`config.mk`:
```
export PLATFORM = sky130hd
export DESIGN_NAME = ccm_clean_make
export DESIGN_NICKNAME = d
export VERILOG_FILES = /design/src/ccm_pkg.sv /design/src/ccm_upd_if.sv /design/src/ccm_resp_decode.sv /design/src/ccm_clean_make.sv
export SDC_FILE = /design/constraint.sdc
export NUM_CORES = 1
export LEC_CHECK = 0
export BUFFER_PORTS_ARGS = -buffer_cell sky130_fd_sc_hd__buf_2
export CORE_ASPECT_RATIO = 1.4
export CORE_MARGIN = 10
export CORE_UTILIZATION = 38
export CTS_BUF_LIST = sky130_fd_sc_hd__clkbuf_16
export CTS_CLUSTER_DIAMETER = 40
export DETAILED_ROUTE_END_ITERATION = 8
export GPL_TIMING_DRIVEN = 0
export PLACE_DENSITY = 0.57
export SLEW_MARGIN = 5
export SYNTH_ARGS = -nofsm -noshare
export SYNTH_HDL_FRONTEND = slang
export SYNTH_HIERARCHICAL = 1
export SYNTH_SLANG_ARGS = --single-unit
export TNS_END_PERCENT = 1
```
`constraint.sdc`:
```
create_clock -name i_clock -period 4.1 [get_ports i_clock]
set_clock_uncertainty 0.1 [all_clocks]
set_input_delay 0.41 -clock i_clock [delete_from_list [all_inputs] [get_ports i_clock]]
set_output_delay 0.41 -clock i_clock [all_outputs]
set_load 0.05 [all_outputs]
```
`src/ccm_pkg.sv`:
```
// Shared types, constants and helpers for the clean/make line state block
package ccm_pkg;

    // Coherent read response layout
    localparam int unsigned RESP_W          = 4;
    localparam int unsigned RESP_IS_SHARED  = 3;
    localparam int unsigned RESP_PASS_DIRTY = 2;

    typedef enum logic [2:0] {
        LS_I, LS_UC, LS_UD, LS_SC, LS_SD
    } ccm_line_e;

    typedef enum logic [3:0] {
        OP_NONE,
        OP_CLEAN_UNIQUE,
        OP_CLEAN_SHARED,
        OP_CLEAN_INVALID,
        OP_MAKE_UNIQUE,
        OP_MAKE_INVALID,
        OP_WRITE_NO_SNOOP,
        OP_WRITE_BACK,
        OP_WRITE_CLEAN,
        OP_EVICT
    } ccm_op_e;

    typedef enum logic [2:0] {
        ST_IDLE, ST_PREP_AW, ST_PREP_B, ST_AR, ST_R, ST_STORE,
        ST_POST_AW, ST_POST_B
    } ccm_fsm_e;

    typedef struct packed {
        ccm_fsm_e  st;
        ccm_op_e   op;
        ccm_op_e   aw_op;
        ccm_op_e   post_op;
        ccm_line_e line;
        ccm_line_e end_line;
        logic      store;
        logic      full;
        logic      ar_valid;
        logic      aw_valid;
        logic      snoop_ready;
        logic      store_valid;
        logic      cmd_ready;
        logic      done;
        logic      error;
    } ccm_state_s;

    localparam ccm_line_e  LINE_RST  = LS_I;
    localparam ccm_state_s STATE_RST = '{
        st: ST_IDLE, op: OP_NONE, aw_op: OP_NONE, post_op: OP_NONE,
        line: LINE_RST, end_line: LINE_RST, store: 1'b0, full: 1'b0,
        ar_valid: 1'b0, aw_valid: 1'b0, snoop_ready: 1'b1,
        store_valid: 1'b0, cmd_ready: 1'b1, done: 1'b0, error: 1'b0};

    function automatic logic ccm_is_dirty(input ccm_line_e s);
        return (s == LS_UD) || (s == LS_SD);
    endfunction

    function automatic logic ccm_is_valid(input ccm_line_e s);
        return s != LS_I;
    endfunction

    function automatic ccm_line_e ccm_clean_of(input ccm_line_e s);
        case (s)
            LS_UD:   return LS_UC;
            LS_SD:   return LS_SC;
            default: return s;
        endcase
    endfunction

    function automatic ccm_line_e ccm_dirty_of(input ccm_line_e s);
        case (s)
            LS_UC:   return LS_UD;
            LS_SC:   return LS_SD;
            default: return s;
        endcase
    endfunction

endpackage

```
`src/ccm_upd_if.sv`:
```
// Carries a response lookup between the sequencer and the decoder
`timescale 1ns/1ps
interface ccm_upd_if;
    import ccm_pkg::*;
    ccm_op_e                op;
    ccm_line_e              line;
    logic [RESP_W-1:0]      resp;
    logic                   store;
    logic                   full;
    ccm_line_e              end_line;
    ccm_op_e                post_op;
    logic                   do_store;
    logic                   resp_ok;

    modport requester (output op, line, resp, store, full,
                       input  end_line, post_op, do_store, resp_ok);
    modport decoder   (input  op, line, resp, store, full,
                       output end_line, post_op, do_store, resp_ok);
endinterface

```
`src/ccm_resp_decode.sv`:
```
// End state lookup for clean and make group responses
`timescale 1ns/1ps
module ccm_resp_decode
    import ccm_pkg::*;
(
    ccm_upd_if.decoder u    // Lookup request and result
);

    always_comb begin
        u.end_line = u.line;
        u.post_op  = OP_NONE;
        u.do_store = 1'b0;
        u.resp_ok  = !u.resp[RESP_IS_SHARED] && !u.resp[RESP_PASS_DIRTY];
        case (u.op)
            OP_CLEAN_SHARED: begin
                u.resp_ok = !u.resp[RESP_PASS_DIRTY];
                // A local write while outstanding keeps the line dirty
                case (u.line)
                    LS_UC, LS_SC: u.end_line = u.resp[RESP_IS_SHARED] ?
                                               LS_SC : LS_UC;
                    LS_UD, LS_SD: u.end_line = u.resp[RESP_IS_SHARED] ?
                                               LS_SD : LS_UD;
                    default:      u.end_line = LS_I;
                endcase
            end
            OP_CLEAN_UNIQUE: begin
                if (ccm_is_valid(u.line)) begin
                    u.do_store = u.store;
                    u.end_line = u.store ? LS_UD : ccm_dirty_of(
                                 ccm_clean_of(u.line) == LS_SC ? LS_UC :
                                 ccm_clean_of(u.line));
                    if (!u.store)
                        u.end_line = (u.line == LS_SD) ? LS_UD :
                                     (u.line == LS_SC) ? LS_UC : u.line;
                end else if (u.store) begin
                    u.do_store = 1'b1;
                    u.end_line = u.full ? LS_UD : LS_I;
                    u.post_op  = u.full ? OP_NONE : OP_WRITE_BACK;
                end else begin
                    u.end_line = LS_I;
                    u.post_op  = OP_EVICT;
                end
            end
            OP_MAKE_UNIQUE: begin
                u.do_store = 1'b1;
                u.end_line = LS_UD;
            end
            default: u.end_line = LS_I;
        endcase
    end

endmodule // ccm_resp_decode

```
`src/ccm_clean_make.sv`:
```
// Line state sequencer for clean and make group transactions
`timescale 1ns/1ps
module ccm_clean_make
    import ccm_pkg::*;
(
    input  wire logic              i_clock,         // 40 MHz clock
    input  wire logic              i_rst_b,         // Async reset, low
    input  wire logic              i_clk_en,        // Freezes state when low
    input  wire logic              i_cmd_valid,     // Command request
    input  wire ccm_op_e           i_cmd_op,        // Requested transaction
    input  wire logic              i_cmd_shareable, // Target is shareable
    input  wire logic              i_cmd_store,     // Store follows
    input  wire logic              i_cmd_full,      // Store covers line
    output logic                   o_cmd_ready,     // Idle, takes command
    input  wire logic              i_local_store,   // Local write to line
    output logic                   o_ar_valid,      // Read address valid
    output ccm_op_e                o_ar_op,         // Read address opcode
    input  wire logic              i_ar_ready,      // Read address ready
    input  wire logic              i_r_valid,       // Read response valid
    input  wire logic [RESP_W-1:0] i_r_resp,        // Read response code
    output logic                   o_aw_valid,      // Write address valid
    output ccm_op_e                o_aw_op,         // Write address opcode
    input  wire logic              i_aw_ready,      // Write address ready
    input  wire logic              i_b_valid,       // Write response valid
    input  wire logic              i_snoop_valid,   // Invalidating snoop
    output logic                   o_snoop_ready,   // Snoop accepted
    output logic                   o_store_valid,   // Do the line store
    output logic                   o_store_full,    // That store is full
    output ccm_line_e              o_line_state,    // Tracked line state
    output logic                   o_done,          // Command finished
    output logic                   o_error          // Refused or bad resp
);

    ccm_state_s q;
    ccm_state_s n;
    ccm_line_e  line_cur;
    logic       cmd_legal;

    ccm_upd_if u ();

    ccm_resp_decode u_decode (
        .u (u.decoder)
    );

    // Snoops here only invalidate; a dirty victim's data is not modelled
    always_comb begin
        line_cur = q.line;
        if (q.st == ST_R && i_local_store && q.op == OP_CLEAN_SHARED)
            line_cur = ccm_dirty_of(q.line);
        if (i_snoop_valid && q.snoop_ready)
            line_cur = LS_I;
    end

    assign u.op    = q.op;
    assign u.line  = line_cur;
    assign u.resp  = i_r_resp;
    assign u.store = q.store;
    assign u.full  = q.full;

    always_comb begin
        case (i_cmd_op)
            OP_CLEAN_UNIQUE:   cmd_legal = i_cmd_shareable;
            OP_MAKE_UNIQUE:    cmd_legal = i_cmd_shareable && i_cmd_store
                                           && i_cmd_full;
            OP_CLEAN_SHARED,
            OP_CLEAN_INVALID,
            OP_MAKE_INVALID:   cmd_legal = 1'b1;
            OP_WRITE_NO_SNOOP: cmd_legal = !i_cmd_shareable;
            default:           cmd_legal = 1'b0;
        endcase
    end

    // Either start the trailing write or close the command
    function automatic ccm_state_s finish(input ccm_state_s s,
                                          input ccm_op_e post);
        ccm_state_s r;
        r = s;
        if (post != OP_NONE) begin
            r.st       = ST_POST_AW;
            r.aw_valid = 1'b1;
            r.aw_op    = post;
        end else begin
            r.st        = ST_IDLE;
            r.done      = 1'b1;
            r.cmd_ready = 1'b1;
        end
        return r;
    endfunction

    always_comb begin
        n             = q;
        n.done        = 1'b0;
        n.error       = 1'b0;
        n.store_valid = 1'b0;
        n.line        = line_cur;
        case (q.st)
            ST_IDLE: begin
                if (i_cmd_valid) begin
                    n.op    = i_cmd_op;
                    n.store = i_cmd_store;
                    n.full  = i_cmd_full;
                    if (!cmd_legal) begin
                        n.done  = 1'b1;
                        n.error = 1'b1;
                    end else begin
                        n.cmd_ready = 1'b0;
                        n.st        = ST_AR;
                        n.ar_valid  = 1'b1;
                        case (i_cmd_op)
                            OP_CLEAN_SHARED, OP_CLEAN_INVALID: begin
                                if (ccm_is_dirty(line_cur)) begin
                                    n.st       = ST_PREP_AW;
                                    n.ar_valid = 1'b0;
                                    n.aw_valid = 1'b1;
                                    n.aw_op    = (i_cmd_op == OP_CLEAN_SHARED)
                                                 ? OP_WRITE_CLEAN
                                                 : OP_WRITE_BACK;
                                end else if (i_cmd_op == OP_CLEAN_INVALID) begin
                                    n.line = LS_I;
                                end
                            end
                            OP_MAKE_INVALID: n.line = LS_I;
                            OP_WRITE_NO_SNOOP: begin
                                n.st       = ST_POST_AW;
                                n.ar_valid = 1'b0;
                                n.aw_valid = 1'b1;
                                n.aw_op    = OP_WRITE_NO_SNOOP;
                            end
                            default: n.st = ST_AR;
                        endcase
                    end
                end
            end
            ST_PREP_AW: begin
                if (i_aw_ready) begin
                    n.aw_valid = 1'b0;
                    n.st       = ST_PREP_B;
                end
            end
            ST_PREP_B: begin
                if (i_b_valid) begin
                    n.line     = (q.aw_op == OP_WRITE_CLEAN) ?
                                 ccm_clean_of(line_cur) : LS_I;
                    n.st       = ST_AR;
                    n.ar_valid = 1'b1;
                end
            end
            ST_AR: begin
                if (i_ar_ready) begin
                    n.ar_valid = 1'b0;
                    n.st       = ST_R;
                end
            end
            ST_R: begin
                if (i_r_valid) begin
                    n.error    = !u.resp_ok;
                    n.end_line = u.end_line;
                    n.post_op  = u.post_op;
                    if (u.do_store) begin
                        // Snoops wait from the cycle after completion
                        n.st          = ST_STORE;
                        n.store_valid = 1'b1;
                        n.snoop_ready = 1'b0;
                    end else begin
                        n.line = u.end_line;
                        n      = finish(n, u.post_op);
                    end
                end
            end
            ST_STORE: begin
                n.line        = q.end_line;
                n.snoop_ready = 1'b1;
                n             = finish(n, q.post_op);
            end
            ST_POST_AW: begin
                if (i_aw_ready) begin
                    n.aw_valid = 1'b0;
                    n.st       = ST_POST_B;
                end
            end
            ST_POST_B: begin
                if (i_b_valid) begin
                    if (q.op == OP_WRITE_NO_SNOOP && ccm_is_valid(line_cur))
                        n.line = LS_UC;
                    n.st        = ST_IDLE;
                    n.done      = 1'b1;
                    n.cmd_ready = 1'b1;
                end
            end
            default: n = STATE_RST;
        endcase
    end

    always_ff @(posedge i_clock or negedge i_rst_b) begin
        if (!i_rst_b) begin
            q <= STATE_RST;
        end else if (i_clk_en) begin
            q <= n;
        end
    end

    assign o_cmd_ready   = q.cmd_ready;
    assign o_ar_valid    = q.ar_valid;
    assign o_ar_op       = q.op;
    assign o_aw_valid    = q.aw_valid;
    assign o_aw_op       = q.aw_op;
    assign o_snoop_ready = q.snoop_ready;
    assign o_store_valid = q.store_valid;
    assign o_store_full  = q.full;
    assign o_line_state  = q.line;
    assign o_done        = q.done;
    assign o_error       = q.error;
endmodule // ccm_clean_make

```
==> summary.txt <==
fin crit share: 91.2%
first-pass GRT wire length: 11700 um
number of CTS-inserted buffers: 5
share of layout cells above drive strength 1: 30.0%
worst path cell trace: nor4b_4 -> nand4b_1 -> mux2i_1 -> inv_1 -> nor3_1 -> nand2_1 -> nor3b_2 -> buf_4 -> or4_4 -> a221oi_2 -> a31oi_2 -> nand4_4 -> mux2_4
I/O pins: 40
Pre-antenna DRT Iters: 4
Pins Over Slew Limit: 0
global route overflow: 0
CP max-delay cell: dfrtp_1
r2r startpoint: o_ar_op[2]
Tightest Pin Transition: 0.962 ns
Unique masters post-synth: 77
CTS tree: built
total number of H-tree levels: 2
final hold vios: 0
CTS sink count: 30
ys flop type: dfrtp_1
PortBufs: 34
hold_buf cts: 0
Skew-Pair Late Insertion Delay: 0.28 ns
PostCTS Resize Cnt: 0
largest area contributor in the netlist: dfrtp_1
# rows: 34
Vias/cell: 5.85
GRT Total Usage: 14.5%
Avg WL per Cell: 18.6 um
Synth async-reset ratio: 100%
drt total wl: 7370 um
gpl congestion: 0.917
max cap viols: 0
CP arrival: 3.81 ns
Worst-path clk slew: 0.05 ns
Vias: 2312
Post-synth EDFFs: 0
antenna violations before repair: 0
clk buf depth: 2
Die ar.: 10300 um^2
status: finished, final reports clean
Diodes inserted: 0
final core utilization: 46.2%
Avg Cell Area, Syn: 8.90 um^2
Synth Cell Area: 2500 um^2
final setup TNS: 0 ns
Crit Path Max Fanout: 8
HPWL after DPL: 5610 um
R2R Path End: o_aw_op[2]
largest net degree at the start of global routing: 31
Setup Crit Path Kind: reg -> reg
final setup fails: 0
CP Launch Type: register
LEAKAGE: 1.24 nW
Power per Cell Area: 768 nW/um^2
clk root buf: clkbuf_16
Period minus WS final: 3.74 ns
First DRT Iteration DRCs: 163
synth top area cells: dfrtp_1 28%, buf_4 4.5%, nand2_1 3.8%, mux2_2 3.6%, nor2_1 3.3%
Slew headroom: 35.5%
Max IR drop VDD: 0.326 mV
YS warnings: 6
die height: 116 um
Syn Inst Count: 281
Die X: 88.6 um
top cells by count, synth: 28 x dfrtp_1, 25 x nand2_1, 22 x nor2_1, 15 x buf_4, 15 x o21ai_0
area delta synth->final: 16.3%
synthesized flop and latch total: 30
most frequent cell after synthesis: dfrtp_1
Critical Path Sink Type: register
Req. time, crit path: 4.17 ns
RSZ-0062 raised after global routing: no
# Post-CTS Setup Buffers: 0
Yosys top cell area share: 28.0%
vias in the first global route: 2284
worst-case reg-to-reg path depth: 13
nets@finish: 343
Fmax: 0.267 GHz
Worst Hold Class: in -> async
# DRC: 0
post-synthesis sequential area ratio: 30.1%
worst reg-to-reg setup slack: 0.36 ns
biggest cell delay along the critical path: 0.49 ns
Initial Util: 39.7%
Std-Cell Core Area: 6300 um^2
ANT nets after route: 0
net count after synthesis: 302
state kept, by name, summed over array words and instances, names as in the netlist:
register and flops:
o_error 1, o_snoop_ready 1, o_ar_op 4, o_done 1, o_store_valid 1, o_line_state 3, q 10, o_ar_valid 1
o_aw_valid 1, o_cmd_ready 1, u.store 1, o_aw_op 4, o_store_full 1
final cells by class:
class,count,area (um^2)
Buffer,28,171
Clock inverter,3,16.3
Inverter,9,33.8
Sequential cell,30,753
Fill cell,649,3390
Tap cell,72,90.1
Timing Repair Buffer,34,170
Multi-Input combinational cell,214,1550
Clock buffer,5,125
cell usage in the layout (no fill, tap or decap), types with 4 or more instances in the layout:
cell | synthesis | layout
nand3_1 | 6 | 6
nor3_1 | 6 | 6
a211oi_1 | 5 | 5
nor2b_1 | 4 | 4
o21ai_0 | 15 | 15
a21oi_1 | 13 | 13
inv_1 | 8 | 8
mux2_4 | 4 | 4
nor3b_1 | 5 | 4
nand3b_1 | 4 | 4
mux2i_1 | 4 | 4
dfrtp_1 | 28 | 28
buf_4 | 15 | 15
clkbuf_16 | 0 | 5
o21ai_1 | 5 | 5
nand2b_1 | 8 | 8
nand2_1 | 25 | 25
a31oi_1 | 5 | 5
buf_2 | 8 | 42
clkbuf_1 | 5 | 5
mux2_2 | 8 | 8
nor2_1 | 22 | 22
how the worst max path moves through the flow:
stage	slack, ns	cells past startpoint	endpoint	startpoint
2_1_floorplan	0.85	13	o_aw_op[0]	o_snoop_ready
3_3_place_gp	0.23	13	o_aw_op[2]	o_ar_op[2]
3_5_place_dp	0.18	13	o_aw_op[2]	o_ar_op[2]
4_1_cts	0.18	13	o_aw_op[2]	o_ar_op[2]
5_1_grt	0.14	13	o_aw_op[2]	o_ar_op[2]
6_report	0.36	13	o_aw_op[2]	o_ar_op[2]
metal layers:
metal	wire length (um)	GRT usage, %	vias to the layer above
met5	0	0	-
met4	137	4.97	0
met2	3760	25.6	75
met1	3010	17.0	1097
li1	-	-	1127
met3	454	2.74	13
per-stage QoR:
stage	hold slack, ns	power, mW	area (um^2)	std cells	setup WS, ns
final	0.0858	2.23	2910	395	0.360
after global routing	0.146	2.38	2910	395	0.145
after CTS	0.122	2.24	2900	395	0.179
after detailed placement	0.371	1.87	2760	387	0.183
after global placement	0.354	1.86	2760	387	0.229
after floorplan	0.0144	1.56	2500	281	0.851
worst max-delay path: cells and delay by family (launching register included):
family          cells  cell delay, ns
compound gates      2            0.32
buf+inv             2            0.33
flops               1            0.49
mux                 2            0.61
simple gates        7            1.78
power breakdown:
group / internal [mW] / leakage, nW / switching [mW]
registers: 0.407 / 0.371 / 0.116
clock network: 0.221 / 0.0672 / 0.141
logic: 0.488 / 0.799 / 0.859
total: 1.12 / 1.24 / 1.12
cell families (layout without fill, tap and decap cells):
kind of cell / Yosys count / count (layout) / synth area share [%]
xor+xnor: 3 / 3 / 1.05
mux: 18 / 18 / 8.96
simple gates: 116 / 116 / 29.9
flops: 30 / 30 / 30.1
compound gates: 77 / 77 / 21.7
buf+inv: 37 / 79 / 8.21
(Power assumes the default switching activity.)
